## config.mk

```make
export PLATFORM = sky130hd
export DESIGN_NAME = cnis_normal_status
export DESIGN_NICKNAME = d
export VERILOG_FILES = /design/src/common/cnis_pkg.sv /design/src/common/cnis_irq_if.sv /design/src/hw/cnis_card_irq_sampler.sv /design/src/hw/cnis_normal_status.sv
export SDC_FILE = /design/constraint.sdc
export NUM_CORES = 1
export LEC_CHECK = 0
export BUFFER_PORTS_ARGS = -buffer_cell sky130_fd_sc_hd__buf_2
export CAP_MARGIN = 10
export CORE_ASPECT_RATIO = 0.9
export CORE_MARGIN = 1
export CORE_UTILIZATION = 40
export CTS_CLUSTER_SIZE = 12
export DETAILED_ROUTE_END_ITERATION = 12
export PLACE_DENSITY_LB_ADDON = 0.15
export SYNTH_ARGS = -nofsm -noshare
export SYNTH_HDL_FRONTEND = slang
export SYNTH_SLANG_ARGS = --single-unit
export TNS_END_PERCENT = 20
```

## constraint.sdc

```tcl
create_clock -name clk_sys_in -period 2.61 [get_ports clk_sys_in]
set_input_delay 0 -clock clk_sys_in [delete_from_list [all_inputs] [get_ports clk_sys_in]]
set_output_delay 0 -clock clk_sys_in [all_outputs]
set_load 0.02 [all_outputs]
```

## src/common/cnis_pkg.sv

```systemverilog
package cnis_pkg;

  // ----------------------------------------
  // Register port geometry
  // ----------------------------------------
  localparam int AW = 8;
  localparam int DW = 16;

  // ----------------------------------------
  // Register addresses
  // ----------------------------------------
  localparam logic [AW-1:0] STATUS_ADDR = 8'h00;
  localparam logic [AW-1:0] MASK_ADDR   = 8'h01;
  localparam logic [AW-1:0] CTRL_ADDR   = 8'h02;

  // ----------------------------------------
  // Status and control field positions
  // ----------------------------------------
  localparam int FAULT_BIT    = 15;
  localparam int CARD_IRQ_BIT = 8;
  localparam int REMOVED_BIT  = 7;
  localparam int INSERTED_BIT = 6;
  localparam int RD_RDY_BIT   = 5;
  localparam int WR_RDY_BIT   = 4;
  localparam int DMA_BIT      = 3;
  localparam int CTRL_WIDE_BIT = 0;

  // ----------------------------------------
  // Masks and reset values
  // ----------------------------------------
  localparam logic [DW-1:0] W1C_MASK     = 16'h00f8;
  localparam logic [DW-1:0] RSVD_MASK    = 16'h7e00;
  localparam logic [DW-1:0] STATUS_RESET = 16'h0000;
  localparam logic [DW-1:0] MASK_RESET   = 16'h0000;
  localparam logic [DW-1:0] CTRL_RESET   = 16'h0000;
  localparam logic          SYNC_RESET   = 1'b1;

endpackage

```

## src/common/cnis_irq_if.sv

```systemverilog
`timescale 1ns/1ps
interface cnis_irq_if;
  logic sample_en;
  logic wide_mode;
  logic irq_window;
  logic card_irq;

  // Status side drives mode and gating
  modport ctl (output sample_en, output wide_mode, output irq_window, input card_irq);
  // Sampler side returns the card interrupt level
  modport smp (input sample_en, input wide_mode, input irq_window, output card_irq);
endinterface

```

## src/hw/cnis_card_irq_sampler.sv

```systemverilog
`timescale 1ns/1ps
module cnis_card_irq_sampler (
  // Clock and reset
  input  wire logic clk_sys_in,
  input  wire logic sys_rst_in,
  // Card data line 1, active low interrupt
  input  wire logic card_dat1_in,
  // Link to the status register
  cnis_irq_if.smp   bus
);

  logic dat_meta_q;
  logic dat_sync_q;
  logic card_irq_q;
  wire  take_sample;

  // ----------------------------------------
  // Pin synchroniser
  // ----------------------------------------
  // Idle line is high, so reset to high
  always_ff @(posedge clk_sys_in) begin
    if (sys_rst_in) begin
      dat_meta_q <= cnis_pkg::SYNC_RESET;
      dat_sync_q <= cnis_pkg::SYNC_RESET;
    end else begin
      dat_meta_q <= card_dat1_in;
      dat_sync_q <= dat_meta_q;
    end
  end

  // ----------------------------------------
  // Sampling gate
  // ----------------------------------------
  // Narrow bus: watch every cycle while enabled, no card clock needed
  // Wide bus: only inside the interrupt cycle
  assign take_sample = bus.sample_en && (!bus.wide_mode || bus.irq_window);

  // Flag follows the card source; no write path
  always_ff @(posedge clk_sys_in) begin
    if (sys_rst_in) begin
      card_irq_q <= 1'b0;
    end else if (take_sample) begin
      card_irq_q <= ~dat_sync_q;
    end
  end

  assign bus.card_irq = card_irq_q;
endmodule

```

## src/hw/cnis_normal_status.sv

```systemverilog
`timescale 1ns/1ps
module cnis_normal_status (
  // Clock and resets
  input  wire logic                   clk_sys_in,
  input  wire logic                   sys_rst_in,
  input  wire logic                   por_rst_in,
  // Register port
  input  wire logic [cnis_pkg::AW-1:0] reg_addr_in,
  input  wire logic [cnis_pkg::DW-1:0] reg_wdata_in,
  input  wire logic                   reg_wr_in,
  input  wire logic                   reg_rd_in,
  output logic      [cnis_pkg::DW-1:0] reg_rdata_out,
  // Fault status from the error register
  input  wire logic [cnis_pkg::DW-1:0] fault_event_status_in,
  // Card detect and card bus
  input  wire logic                   card_present_state_in,
  input  wire logic                   card_dat1_in,
  input  wire logic                   irq_window_in,
  // Buffer and DMA state
  input  wire logic                   read_buffer_enable_state_in,
  input  wire logic                   write_buffer_enable_state_in,
  input  wire logic                   dma_boundary_in,
  input  wire logic                   xfer_complete_in,
  input  wire logic                   xfer_start_in,
  // Interrupt
  output logic                        irq_out
);

  // ----------------------------------------
  // Storage
  // ----------------------------------------
  logic [cnis_pkg::DW-1:0] sticky_q;
  logic [cnis_pkg::DW-1:0] sticky_d;
  logic [cnis_pkg::DW-1:0] mask_q;
  logic                    wide_q;
  logic                    cp_meta_q;
  logic                    cp_sync_q;
  logic                    cp_prev_q;
  logic                    rbe_prev_q;
  logic                    wbe_prev_q;
  logic                    xfer_done_q;
  logic [cnis_pkg::DW-1:0] rdata_q;
  logic                    irq_q;

  cnis_irq_if ci ();

  // ----------------------------------------
  // Register decode
  // ----------------------------------------
  wire                    hit_status;
  wire                    hit_mask;
  wire                    hit_ctrl;
  wire                    wr_status;
  wire                    wr_mask;
  wire                    wr_ctrl;
  wire [cnis_pkg::DW-1:0] clr_vec;
  wire [cnis_pkg::DW-1:0] ctrl_view;

  assign hit_status = (reg_addr_in == cnis_pkg::STATUS_ADDR);
  assign hit_mask   = (reg_addr_in == cnis_pkg::MASK_ADDR);
  assign hit_ctrl   = (reg_addr_in == cnis_pkg::CTRL_ADDR);
  assign wr_status  = reg_wr_in && hit_status;
  assign wr_mask    = reg_wr_in && hit_mask;
  assign wr_ctrl    = reg_wr_in && hit_ctrl;

  // Only the write-one-to-clear bits can be hit
  assign clr_vec = wr_status ? (reg_wdata_in & cnis_pkg::W1C_MASK) : '0;

  assign ctrl_view = {{(cnis_pkg::DW-1){1'b0}}, wide_q};

  // ----------------------------------------
  // Card detect path
  // ----------------------------------------
  // Own reset so a controller reset never replays
  // an insert or remove edge already seen
  always_ff @(posedge clk_sys_in) begin
    if (por_rst_in) begin
      cp_meta_q <= 1'b0;
      cp_sync_q <= 1'b0;
      cp_prev_q <= 1'b0;
    end else begin
      cp_meta_q <= card_present_state_in;
      cp_sync_q <= cp_meta_q;
      cp_prev_q <= cp_sync_q;
    end
  end

  // ----------------------------------------
  // Event detection
  // ----------------------------------------
  wire                    ev_insert;
  wire                    ev_remove;
  wire                    ev_rd_rdy;
  wire                    ev_wr_rdy;
  wire                    ev_dma;
  wire [cnis_pkg::DW-1:0] ev_vec;

  // Edges only; a settled line gives none, each bounce gives one
  assign ev_insert = cp_sync_q && !cp_prev_q;
  assign ev_remove = !cp_sync_q && cp_prev_q;
  assign ev_rd_rdy = read_buffer_enable_state_in && !rbe_prev_q;
  assign ev_wr_rdy = write_buffer_enable_state_in && !wbe_prev_q;

  // Boundary in the completing cycle is dropped too
  assign ev_dma = dma_boundary_in && !xfer_done_q && !xfer_complete_in;

  assign ev_vec = (16'h0001 << cnis_pkg::REMOVED_BIT) & {cnis_pkg::DW{ev_remove}}
                | (16'h0001 << cnis_pkg::INSERTED_BIT) & {cnis_pkg::DW{ev_insert}}
                | (16'h0001 << cnis_pkg::RD_RDY_BIT) & {cnis_pkg::DW{ev_rd_rdy}}
                | (16'h0001 << cnis_pkg::WR_RDY_BIT) & {cnis_pkg::DW{ev_wr_rdy}}
                | (16'h0001 << cnis_pkg::DMA_BIT) & {cnis_pkg::DW{ev_dma}};

  // Set beats clear when both land in one cycle
  assign sticky_d = ((sticky_q & ~clr_vec) | ev_vec) & cnis_pkg::W1C_MASK;

  // ----------------------------------------
  // Previous levels and transfer state
  // ----------------------------------------
  // Start wins so a new transfer can raise DMA again
  always_ff @(posedge clk_sys_in) begin
    if (sys_rst_in) begin
      rbe_prev_q  <= 1'b0;
      wbe_prev_q  <= 1'b0;
      xfer_done_q <= 1'b0;
    end else begin
      rbe_prev_q  <= read_buffer_enable_state_in;
      wbe_prev_q  <= write_buffer_enable_state_in;
      if (xfer_start_in) begin
        xfer_done_q <= 1'b0;
      end else if (xfer_complete_in) begin
        xfer_done_q <= 1'b1;
      end
    end
  end

  // ----------------------------------------
  // Sticky flags, mask and control
  // ----------------------------------------
  always_ff @(posedge clk_sys_in) begin
    if (sys_rst_in) begin
      sticky_q <= cnis_pkg::STATUS_RESET;
      mask_q   <= cnis_pkg::MASK_RESET;
      wide_q   <= cnis_pkg::CTRL_RESET[cnis_pkg::CTRL_WIDE_BIT];
    end else begin
      sticky_q <= sticky_d;
      if (wr_mask) begin
        mask_q <= reg_wdata_in & ~cnis_pkg::RSVD_MASK;
      end
      if (wr_ctrl) begin
        wide_q <= reg_wdata_in[cnis_pkg::CTRL_WIDE_BIT];
      end
    end
  end

  // ----------------------------------------
  // Card interrupt sampler
  // ----------------------------------------
  // Clearing the enable freezes the flag, so the
  // request drops through the mask while serviced
  assign ci.sample_en  = mask_q[cnis_pkg::CARD_IRQ_BIT];
  assign ci.wide_mode  = wide_q;
  assign ci.irq_window = irq_window_in;

  cnis_card_irq_sampler u_sampler (
    .clk_sys_in   (clk_sys_in),
    .sys_rst_in   (sys_rst_in),
    .card_dat1_in (card_dat1_in),
    .bus          (ci.smp)
  );

  // ----------------------------------------
  // Read view and interrupt
  // ----------------------------------------
  wire                    fault_any;
  wire [cnis_pkg::DW-1:0] status_view;
  wire [cnis_pkg::DW-1:0] rd_mux;

  assign fault_any = |fault_event_status_in;

  // Reserved bits never get a source
  assign status_view = sticky_q
                     | ({{(cnis_pkg::DW-1){1'b0}}, ci.card_irq} << cnis_pkg::CARD_IRQ_BIT)
                     | ({{(cnis_pkg::DW-1){1'b0}}, fault_any} << cnis_pkg::FAULT_BIT);

  assign rd_mux = hit_status ? status_view :
                  hit_mask   ? mask_q      :
                  hit_ctrl   ? ctrl_view   : '0;

  // Data registered so it stands the cycle after the strobe
  always_ff @(posedge clk_sys_in) begin
    if (sys_rst_in) begin
      rdata_q <= '0;
      irq_q   <= 1'b0;
    end else begin
      rdata_q <= reg_rd_in ? rd_mux : '0;
      irq_q   <= |(status_view & mask_q);
    end
  end

  assign reg_rdata_out = rdata_q;
  assign irq_out       = irq_q;
endmodule

```

* Word-level counts from Yosys, hierarchy flattened *
Cells that the tools add are included.
W data, S select, Z words.

word-level totals
  register bits after elaboration = 42
  input bits = 53
  output and inout port bits = 17

operators by class
  equality and inequality tests = 2
  multiplexer cells = 4
  bitwise logic cells = 12
  reduce and logical (&&, ||, !) cells = 23

operators with widths
  operator              count
  $mux W16              2
  $reduce_or A16 Y1     2
  $and A16 B16 Y16      1
  $or A16 B16 Y16       1
  $logic_and A1 B1 Y1   10
  $or A8 B9 Y9          1
  $and A8 B8 Y8         1
  $eq A8 B1 Y1 const B  1
  $eq A8 B2 Y1 const B  1
  $logic_not A8 Y1      1
  $mux W8               1
  $not A8 Y8            1
  $or A8 B4 Y8          1
  $or A8 B5 Y8          1
  $or A8 B6 Y8          1
  $or A8 B7 Y8          1
  $or A8 B8 Y8          1
  $logic_not A1 Y1      7
  $reduce_or A2 Y1      2
  $not A1 Y1            2
  $logic_or A1 B1 Y1    1
  $mux W1               1

* Logic depth before layout (Yosys ltp) *
Gate-level depths: netlist of the first run.

  word-level depth = 7
  depth in mapped cells = 5
  depth with buffers taken out = 3

* Modules after synthesis *
A second synthesis of the first run with hierarchy kept.

second synthesis, totals
  cell total of the unflattened synthesis = 145
  area total of the unflattened synthesis = 1457.6 sq um

by module, submodules not included
  module                 times used  cells an instance  area each (sq um)
  cnis_normal_status     1           137                1365.1
  cnis_card_irq_sampler  1           8                  92.6

* Worst setup path after synthesis of the first run *
Ideal clock, no wire load.

  path kind = input -> register
  from = input reg_addr_in[3] in the netlist's numbering
  to = register mask_q[0] in the netlist's numbering
  library setup time = 0.072 ns
  arrival time = 1.225 ns
  path slack = 1.314 ns
  cell stages on the path = 5
  path through = or4_4 -> buf_6 -> nor3_1 -> buf_4 -> mux2i_1

between the ends
  longest elaborated chain between the ends = 2

ends and longest elaborated chain
  element                 RTL line                   RTL
  start: declaration      cnis_normal_status.sv:8    input wire logic [cnis_pkg::AW-1:0] reg_addr_in,
  $eq A8 B1 Y1            cnis_normal_status.sv:60   assign hit_mask = (reg_addr_in == cnis_pkg::MASK_ADDR);
  $logic_and A1 B1 Y1     cnis_normal_status.sv:63   assign wr_mask = reg_wr_in && hit_mask;
  end signal: assignment  cnis_normal_status.sv:142  mask_q <= cnis_pkg::MASK_RESET;
  end signal: assignment  cnis_normal_status.sv:147  mask_q <= reg_wdata_in & ~cnis_pkg::RSVD_MASK;
  end: declaration        cnis_normal_status.sv:34   logic [cnis_pkg::DW-1:0] mask_q;

No other way between the ends.
A chain may end at the register's enable or synchronous reset.

* Final worst setup path of the first run *
  from = register xfer_done_q
  to = register sticky_q[3] in the netlist's numbering

between the ends
  longest elaborated chain between the ends = 5

ends and longest elaborated chain
  element                           RTL line                   RTL
  start: declaration                cnis_normal_status.sv:41   logic xfer_done_q;
  start signal: assignment          cnis_normal_status.sv:124  xfer_done_q <= 1'b0;
  start signal: assignment          cnis_normal_status.sv:129  xfer_done_q <= 1'b0;
  start signal: assignment          cnis_normal_status.sv:131  xfer_done_q <= 1'b1;
  $logic_not A1 Y1                  cnis_normal_status.sv:105  assign ev_dma = dma_boundary_in && !xfer_done_q && !xfer_complete_in;
  $logic_and A1 B1 Y1 (2 in a row)  cnis_normal_status.sv:105
  $or A8 B4 Y8                      cnis_normal_status.sv:111  | (16'h0001 << cnis_pkg::DMA_BIT) & {cnis_pkg::DW{ev_dma}};
  $or A8 B8 Y8                      cnis_normal_status.sv:114  assign sticky_d = ((sticky_q & ~clr_vec) | ev_vec) & cnis_pkg::W1C_MASK;
  end signal: assignment            cnis_normal_status.sv:141  sticky_q <= cnis_pkg::STATUS_RESET;
  end signal: assignment            cnis_normal_status.sv:145  sticky_q <= sticky_d;
  end: declaration                  cnis_normal_status.sv:32   logic [cnis_pkg::DW-1:0] sticky_q;

No other way between the ends.

==> flow_metrics.py, run 1 <==
metrics = {
    "outcome": {
        "status": "finished, violations left",
        "violations": "hold timing",
    },
    "clock_tree": {
        "clkLatencyLatePin_ns": 0.28,
        "root_buffer": "clkbuf_8",
        "cts_buffers": 5,
        "path_clk_slew_ns": 0.07,
        "cts_sinks": 36,
        "clk_path_buf_depth": 2,
        "cts_tree": "built",
        "htreeDepth": 2,
    },
    "critical_path": {
        "rr_worst_depth": 4,
        "cp_max_fo": 2,
        "worstReg2RegStart": "xfer_done_q",
        "path_cells": "nor2_1, nand2_1, dlygate4sd3_1, a21oi_1",
        "cp_data_required_time_ns": 2.83,
        "critPathMaxStageDelay_ns": 0.56,
        "critPathKind": "flip-flop to flip-flop",
        "r2r_end": "sticky_q[3]",
        "reg2reg_slack_ns": 1.37,
        "startpoint_type": "flip-flop",
        "crit_path_end_kind": "flip-flop",
        "cp.arrival_ns": 1.46,
        "crit_slowest_cell": "dlygate4sd3_1",
    },
    "logic_synthesis": {
        "synthFlopType": "dfxtp_1",
        "synth_area_per_cell_um2": 10.1,
        "ys_seq_area_share_pct": 49.4,
        "synth_edf_count": 0,
        "netlist.top_cell.by_area": "dfxtp_1",
        "synth_seq_cells": 36,
        "synth_top_area_share_pct": 49.4,
        "netlist_top_cells_area": "dfxtp_1, mux2i_1, nand2_1",
        "ys_async_sr_fraction_pct": 0,
        "synth_cell_type_count": 30,
        "yosys_warnings": 0,
        "synth_area_um2": 1460,
        "netlist_instances": 145,
    },
    "timing": {
        "tightest_slew_ns": 0.636,
        "final_max_slew_viol_count": 0,
        "fin_crit_ns": 1.24,
        "grt_setup_unrepaired": "no",
        "slew_headroom_pct": 57.5,
        "fin_crit_sh_pct": 47.5,
        "fin_hold_ws_ns": -0.00310,
        "final_hold_viol_count": 1,
        "setup_viol": 0,
        "finClkSkew_ns": 0.00171,
        "fmax_mhz": 807,
        "tns_ns": 0,
    },
    "floorplanning": {
        "fp.dieH_um": 59.3,
        "die-area_um2": 3890,
        "die_w_um": 65.6,
        "io_pins": 70,
        "start_util_pct": 42.5,
        "rows": 20,
        "coreArea_um2": 3430,
    },
    "final_layout": {
        "n_antenna_cell": 0,
        "fin_nets": 273,
        "final_common_cell": "buf_2",
        "drive_above_1_share_pct": 34.8,
        "final_area_um2": 2010,
        "area_delta_synth_final_pct": 37.9,
        "mostFrequentLayoutCells": "buf_2, dfxtp_1, nand2_1, dlygate4sd3_1, mux2i_1",
        "instances_no_fill": 265,
    },
    "global_route": {
        "antenna_found_initial": 0,
        "grt-busiest-layer": "met2",
        "grtUsageTotal_pct": 19.5,
        "grtUsageMet2_pct": 32.8,
        "grt_pass1_wl_um": 5520,
        "grt_use_met3_pct": 7.31,
        "use_met1_pct": 22.6,
        "overflow": 0,
        "grt_max_degree": 23,
        "grt_pass1_vias": 1253,
    },
    "placed_design": {
        "gp_congestion": 0.761,
        "place_hpwl_um": 2310,
        "port_buffers": 57,
        "place_area_um2": 1750,
        "place_inst": 240,
    },
    "route": {
        "wl_per_cell_um": 12.5,
        "totalWireLength_um": 3320,
        "via_per_inst": 4.79,
        "route.detailed.drc": 0,
        "dr_total_vias": 1269,
        "drtIter0Drc": 58,
        "firstDrtPassIters": 4,
        "drtAntennaViolNets": 0,
    },
    "hold_path": {
        "hp-class": "input port to flip-flop",
        "hold_path_end": "mask_q[5]",
        "hp-start": "reg_wdata_in[5]",
        "hold_path_depth": 3,
    },
    "power": {
        "power.leakage_nw": 0.859,
        "power_density_nw_per_um2": 533,
        "power.total_mw": 1.07,
        "ir_drop_mv": 0.288,
    },
    "run": {
        "cap_viol_max_count": 0,
    },
}
cell families after synthesis:
kind of cell    synth area share (%)
compound gates                  12.6
buf+inv                         5.92
flops                           49.4
mux                             7.55
other cells                    0.257
simple gates                    24.2
synth_stat cells, types with 2 or more instances:
| master | count |
|---|---|
| buf_4 | 7 |
| clkbuf_1 | 4 |
| a22o_1 | 7 |
| nand2_1 | 22 |
| or3b_2 | 6 |
| nor2b_1 | 6 |
| a21oi_1 | 6 |
| inv_1 | 2 |
| nand2b_1 | 6 |
| nor3_1 | 3 |
| mux2i_1 | 11 |
| a22oi_1 | 3 |
| and2_1 | 2 |
| dfxtp_1 | 36 |
| or2_2 | 2 |
| nor4_1 | 4 |
| o31ai_1 | 5 |
worst max-delay path: cells and delay by family (launching register included):
family / cells / cell delay [ns]
AOI/OAI and AO/OA: 1 / 0.11
buffers and inverters: 1 / 0.56
DFF: 1 / 0.30
and+or+nand+nor: 2 / 0.20
cell type report:
cell class | count | area (µm²)
Inverter | 2 | 7.51
Tap cell | 44 | 55.1
Sequential cell | 36 | 721
Fill cell | 308 | 1420
Timing Repair Buffer | 75 | 463
Multi-Input combinational cell | 100 | 674
Clock buffer | 8 | 90.1
per-layer routing:
metal,share of wire (%),wire length [µm]
met1,47,1550
met2,47,1560
met3,5.0,167
met4,1.1,38
met5,0,0
registers in the layout, summed over array words and instances, names as in the netlist:
name	count
mask_q	10
reg_rdata_out	10
sticky_q	5
ci.wide_mode	1
cp_meta_q	1
cp_prev_q	1
cp_sync_q	1
irq_out	1
rbe_prev_q	1
u_sampler.bus.card_irq	1
u_sampler.dat_meta_q	1
u_sampler.dat_sync_q	1
wbe_prev_q	1
xfer_done_q	1
worst max-delay path by stage:
stage / endpoint / slack [ns] / from
6_report: sticky_q[3] / 1.37 / xfer_done_q
5_1_grt: sticky_q[3] / 1.22 / xfer_done_q
4_1_cts: reg_rdata_out[6] / 1.37 / sys_rst_in
3_5_place_dp: reg_rdata_out[6] / 1.08 / sys_rst_in
3_3_place_gp: reg_rdata_out[15] / 1.08 / sys_rst_in
2_1_floorplan: mask_q[0] / 1.31 / reg_addr_in[3]
metrics by stage:
stage | worst slack (ns) | util (%)
floorplan | 1.31 | -
global placement | 1.08 | 51.1
detailed placement | 1.08 | 51.1
CTS | 1.37 | 58.4
global route | 1.22 | 58.6
finish | 1.37 | 58.6
power by group:
part,leakage [nW],switching [mW],internal (mW),total [mW]
logic,0.521,0.0480,0.0573,0.105
registers,0.293,0.00595,0.560,0.566
clock network,0.0455,0.184,0.215,0.400
what timing repair did:
action	in CTS	in global routing
resized for setup	0	0
buffers inserted	0	0
endpoints found under the hold margin	17	1
hold buffers	16	1
No activity file was read; power rests on OpenSTA's default activity.
==> run 2, diff against run 1 <==
==> constraint.sdc (replaced) <==
create_clock -name clk_sys_in -period 1.1 [get_ports clk_sys_in]
set_input_delay 0 -clock clk_sys_in [delete_from_list [all_inputs] [get_ports clk_sys_in]]
set_output_delay 0 -clock clk_sys_in [all_outputs]
set_load 0.02 [all_outputs]
==> flow_metrics.py, run 2 (synthesis results as in run 1) <==
metrics = {
    "critical_path": {
        "timing.critical_path.buf_inv": 2,
        "crit_slowest_cell": "or4_4",
        "crit_family": "simple AND/OR/NAND/NOR gates",
        "critPathMaxStageDelay_ns": 0.60,
        "reg2reg_slack_ns": 0.11,
        "startpoint_type": "input port",
        "cp_data_required_time_ns": 1.32,
        "path_cells": "buf_2, or4_4, nor3_4, buf_4, mux2i_1",
        "worstReg2RegStart": "mask_q[5]",
        "crit_path_end_kind": "flip-flop",
        "cp_max_fo": 6,
        "r2r_end": "irq_out",
        "cp.arrival_ns": 1.30,
        "rr_worst_depth": 3,
        "critPathKind": "input port to flip-flop",
    },
    "hold_path": {
        "hold_path_depth": 3,
        "hp-start": "reg_wdata_in[3]",
        "hp-class": "input port to flip-flop",
        "hold_path_end": "mask_q[3]",
    },
    "placed_design": {
        "place_hpwl_um": 2610,
        "post-place-ws_ns": -0.301,
        "gp_congestion": 0.850,
        "port_buffers": 57,
    },
    "route": {
        "firstDrtPassIters": 4,
        "route.detailed.drc": 0,
        "wl_per_cell_um": 12.8,
        "totalWireLength_um": 3520,
        "drtAntennaViolNets": 0,
        "dr_total_vias": 1341,
        "via_per_inst": 4.88,
        "drtIter0Drc": 44,
    },
    "floorplanning": {
        "coreArea_um2": 3430,
        "die-area_um2": 3890,
        "rows": 20,
        "start_util_pct": 42.5,
        "die_w_um": 65.6,
        "fp.dieH_um": 59.3,
        "io_pins": 70,
    },
    "global_route": {
        "grtUsageTotal_pct": 19.5,
        "grt_max_degree": 14,
        "grt_pass1_vias": 1281,
        "antenna_found_initial": 0,
        "grt_use_met3_pct": 6.35,
        "use_met1_pct": 22.7,
        "overflow": 0,
        "grt_pass1_wl_um": 5470,
        "grt-busiest-layer": "met2",
        "grtUsageMet2_pct": 32.4,
    },
    "timing": {
        "fin_hold_ws_ns": 0.00400,
        "setup_ws_ns": 0.0242,
        "finClkSkew_ns": 0.00682,
        "fmax_mhz": 930,
        "tns_ns": 0,
        "setup_viol": 0,
        "fin_crit_ns": 1.08,
        "final_hold_viol_count": 0,
        "grt_setup_unrepaired": "yes",
        "fin_crit_sh_pct": 97.8,
        "final_max_slew_viol_count": 0,
    },
    "clock_tree": {
        "clkLatencyLatePin_ns": 0.29,
        "root_buffer": "clkbuf_8",
        "htreeDepth": 2,
        "clk_path_buf_depth": 2,
        "cts_tree": "built",
        "cts_sinks": 36,
        "cts_buffers": 5,
        "postCtsSetupBuffers": 0,
        "path_clk_slew_ns": 0.08,
    },
    "power": {
        "power_density_nw_per_um2": 1300,
        "power.total_mw": 2.77,
        "power.leakage_nw": 0.932,
        "ir_drop_mv": 0.701,
    },
    "final_layout": {
        "n_antenna_cell": 0,
        "fill_cells": 299,
        "drive_above_1_share_pct": 40.7,
        "fin_nets": 283,
        "mostFrequentLayoutCells": "buf_2, dfxtp_1, nand2_1, dlygate4sd3_1, buf_4",
        "area_delta_synth_final_pct": 46.1,
        "final_common_cell": "buf_2",
        "fin_util_pct": 62.1,
    },
    "run": {
        "cap_viol_max_count": 0,
    },
    "outcome": {
        "status": "complete, no violations",
    },
}
## run 2: cell count changes in the layout (fill, tap and decap cells not counted), sizes merged
cell and change:
clkinvlp +1, bufinv +1, buf +11, clkbuf -3, clkinv +1, dlygate4sd3 -1
## run 2: power by group
group	internal [mW]	total, mW	switching (mW)
Sequential	1.33	1.34	0.0151
Clock	0.670	1.16	0.486
Combinational	0.150	0.273	0.124
Total	2.15	2.77	0.624
## run 2: final cells by class
type                       count  area [µm²]  area share [%]
multi-input combinational    100         699            32.8
clock buffer                   5        68.8            3.23
clock inverter                 3        42.5            2.00
sequential                    36         721            33.8
tap                           44        55.1            2.59
timing repair buffer          85         536            25.1
inverter                       2        7.51           0.353
## run 2: how the worst max path moves through the flow
stage,startpoint,slack [ns],end,cells after the start
after floorplan,reg_addr_in[3],-0.16,mask_q[0],5
after global placement,sys_rst_in,-0.26,reg_rdata_out[15],5
after detailed placement,reg_addr_in[3],-0.30,mask_q[3],5
after CTS,reg_addr_in[3],0.007,mask_q[3],5
after global routing,reg_addr_in[6],-0.02,mask_q[5],5
final,reg_addr_in[6],0.02,mask_q[3],5
## run 2: worst min-delay path: stages
cell	delay (ns)
buf_2	0.11
nand2_1	0.06
mux2i_1	0.07
## run 2: timing repair
item | 4_1_cts | 5_1_grt
endpoints found under the hold margin | 18 | 0
gates resized for setup | 0 | 5
endpoints found under the setup margin | 0 | 18
hold buffers | 16 | 0
## run 2: through the flow
| step | instance area (µm²) | instances |
|---|---|---|
| floorplan | 1490 | 150 |
| global placement | 1830 | 251 |
| detailed placement | 1830 | 251 |
| CTS | 2100 | 275 |
| global route | 2130 | 275 |
| finish | 2130 | 275 |
## run 2: metal layers
layer | vias up | part of all wire (%)
li1 | 671 | -
met1 | 597 | 43
met2 | 64 | 47
met3 | 9 | 7.6
met4 | 0 | 2.0
met5 | - | 0
==> run 3, diff against run 2 <==
--- a/config.mk
+++ b/config.mk
@@ -13,6 +13,7 @@
 export CTS_CLUSTER_SIZE = 12
 export DETAILED_ROUTE_END_ITERATION = 12
 export PLACE_DENSITY_LB_ADDON = 0.15
+export SETUP_SLACK_MARGIN = 0.2
 export SYNTH_ARGS = -nofsm -noshare
 export SYNTH_HDL_FRONTEND = slang
 export SYNTH_SLANG_ARGS = --single-unit
==> flow_metrics.py, run 3 (synthesis results as in run 1) <==
metrics = {
    "timing": {
        "finClkSkew_ns": 0.00784,
        "fin_crit_sh_pct": 97.1,
        "fin_hold_ws_ns": 0.00640,
        "fin_crit_ns": 1.07,
        "final_hold_viol_count": 0,
        "setup_viol": 0,
        "fmax_mhz": 936,
        "setup_ws_ns": 0.0318,
        "grt_setup_unrepaired": "yes",
        "final_max_slew_viol_count": 0,
    },
    "floorplanning": {
        "fp.dieH_um": 59.3,
        "die_w_um": 65.6,
        "io_pins": 70,
        "coreArea_um2": 3430,
        "start_util_pct": 42.5,
        "die-area_um2": 3890,
        "rows": 20,
    },
    "placed_design": {
        "gp_congestion": 0.850,
        "place_hpwl_um": 2610,
        "post-place-ws_ns": -0.301,
        "place_inst": 251,
        "port_buffers": 57,
    },
    "power": {
        "ir_drop_mv": 0.704,
        "power.total_mw": 2.80,
        "power_density_nw_per_um2": 1270,
        "power.leakage_nw": 0.948,
    },
    "outcome": {
        "status": "complete, no violations",
    },
    "route": {
        "drtAntennaViolNets": 0,
        "drtIter0Drc": 28,
        "dr_total_vias": 1357,
        "via_per_inst": 4.93,
        "route.detailed.drc": 0,
        "wl_per_cell_um": 13.1,
        "totalWireLength_um": 3610,
        "firstDrtPassIters": 4,
    },
    "global_route": {
        "grt_pass1_vias": 1283,
        "grtUsageTotal_pct": 19.4,
        "antenna_found_initial": 0,
        "grt_pass1_wl_um": 5440,
        "grt_max_degree": 14,
        "overflow": 0,
    },
    "critical_path": {
        "crit_slowest_cell": "or4_4",
        "startpoint_type": "input port",
        "crit_path_end_kind": "flip-flop",
        "timing.critical_path.buf_inv": 2,
        "cp_data_required_time_ns": 1.28,
        "r2r_end": "irq_out",
        "reg2reg_slack_ns": 0.10,
        "rr_worst_depth": 3,
        "critPathMaxStageDelay_ns": 0.61,
        "crit_family": "simple AND/OR/NAND/NOR gates",
        "cp_max_fo": 6,
        "critPathKind": "input port to flip-flop",
        "worstReg2RegStart": "sticky_q[4]",
        "cp.arrival_ns": 1.25,
        "path_cells": "buf_6, or4_4, buf_8, o31ai_2, a21oi_1",
    },
    "final_layout": {
        "drive_above_1_share_pct": 42.9,
        "final_common_cell": "buf_2",
        "fill_cells": 284,
        "area_delta_synth_final_pct": 51.3,
        "fin_nets": 283,
        "mostFrequentLayoutCells": "buf_2, dfxtp_1, nand2_1, dlygate4sd3_1, mux2i_1",
        "n_antenna_cell": 0,
        "instances_no_fill": 275,
    },
    "hold_path": {
        "hold_path_end": "mask_q[3]",
        "hold_path_depth": 3,
        "hp-class": "input port to flip-flop",
        "hp-start": "reg_wdata_in[3]",
    },
    "clock_tree": {
        "clkLatencyLatePin_ns": 0.29,
        "postCtsSetupBuffers": 0,
        "clk_path_buf_depth": 2,
        "path_clk_slew_ns": 0.07,
        "htreeDepth": 2,
        "cts_buffers": 5,
        "root_buffer": "clkbuf_8",
        "cts_tree": "built",
        "cts_sinks": 36,
    },
    "run": {
        "cap_viol_max_count": 0,
    },
}
-- run 3: worst max-delay path by stage --
| stage | start | end | slack [ns] | depth (start not counted) |
|---|---|---|---|---|
| CTS | reg_addr_in[6] | ci.wide_mode | 0.06 | 4 |
| global placement | sys_rst_in | reg_rdata_out[15] | -0.26 | 5 |
| finish | reg_addr_in[3] | sticky_q[6] | 0.03 | 5 |
| detailed placement | reg_addr_in[3] | mask_q[3] | -0.30 | 5 |
| global route | reg_addr_in[3] | sticky_q[7] | 0.03 | 5 |
| floorplan | reg_addr_in[3] | mask_q[0] | -0.16 | 5 |
-- run 3: where the power goes --
group	internal [mW]	total [mW]	switching, mW
clock network	0.670	1.16	0.486
logic	0.164	0.299	0.135
registers	1.33	1.34	0.0167
total	2.16	2.80	0.638
-- run 3: layout make-up --
cell class | count | area, µm² | share of cell area, %
Inverter | 2 | 7.51 | 0.340
Multi-Input combinational cell | 100 | 748 | 33.9
Clock buffer | 5 | 68.8 | 3.12
Clock inverter | 3 | 42.5 | 1.93
Timing Repair Buffer | 85 | 563 | 25.5
Tap cell | 44 | 55.1 | 2.50
Sequential cell | 36 | 721 | 32.7
-- run 3: tightest hold or removal path, stage by stage --
cell and delay, ns:
buf_2 0.11, nand2_1 0.06, mux2i_1 0.07
-- run 3: metrics by stage --
stage	instance area [µm²]	TNS (ns)	util (%)
after floorplan	1490	-2.73	-
after global placement	1830	-5.99	53.5
after detailed placement	1830	-6.71	53.5
after CTS	2160	0	62.9
after global routing	2210	0	64.3
final	2210	0	64.3
-- run 3: what timing repair did --
action | 4_1_cts | 5_1_grt
endpoints found under the setup margin | 26 | 26
hold buffers | 16 | 0
gates resized for setup | 11 | 9
pin swaps | 4 | 5
hold endpoints to repair | 18 | 0
-- run 3: layer usage --
layer,vias up,share of wire [%],wire [µm],track usage [%]
met4,0,1.9,67,9.32
met1,608,42,1520,22.1
met2,68,48,1740,32.7
met3,12,7.8,281,6.35
li1,669,-,-,-
met5,-,0,0,0
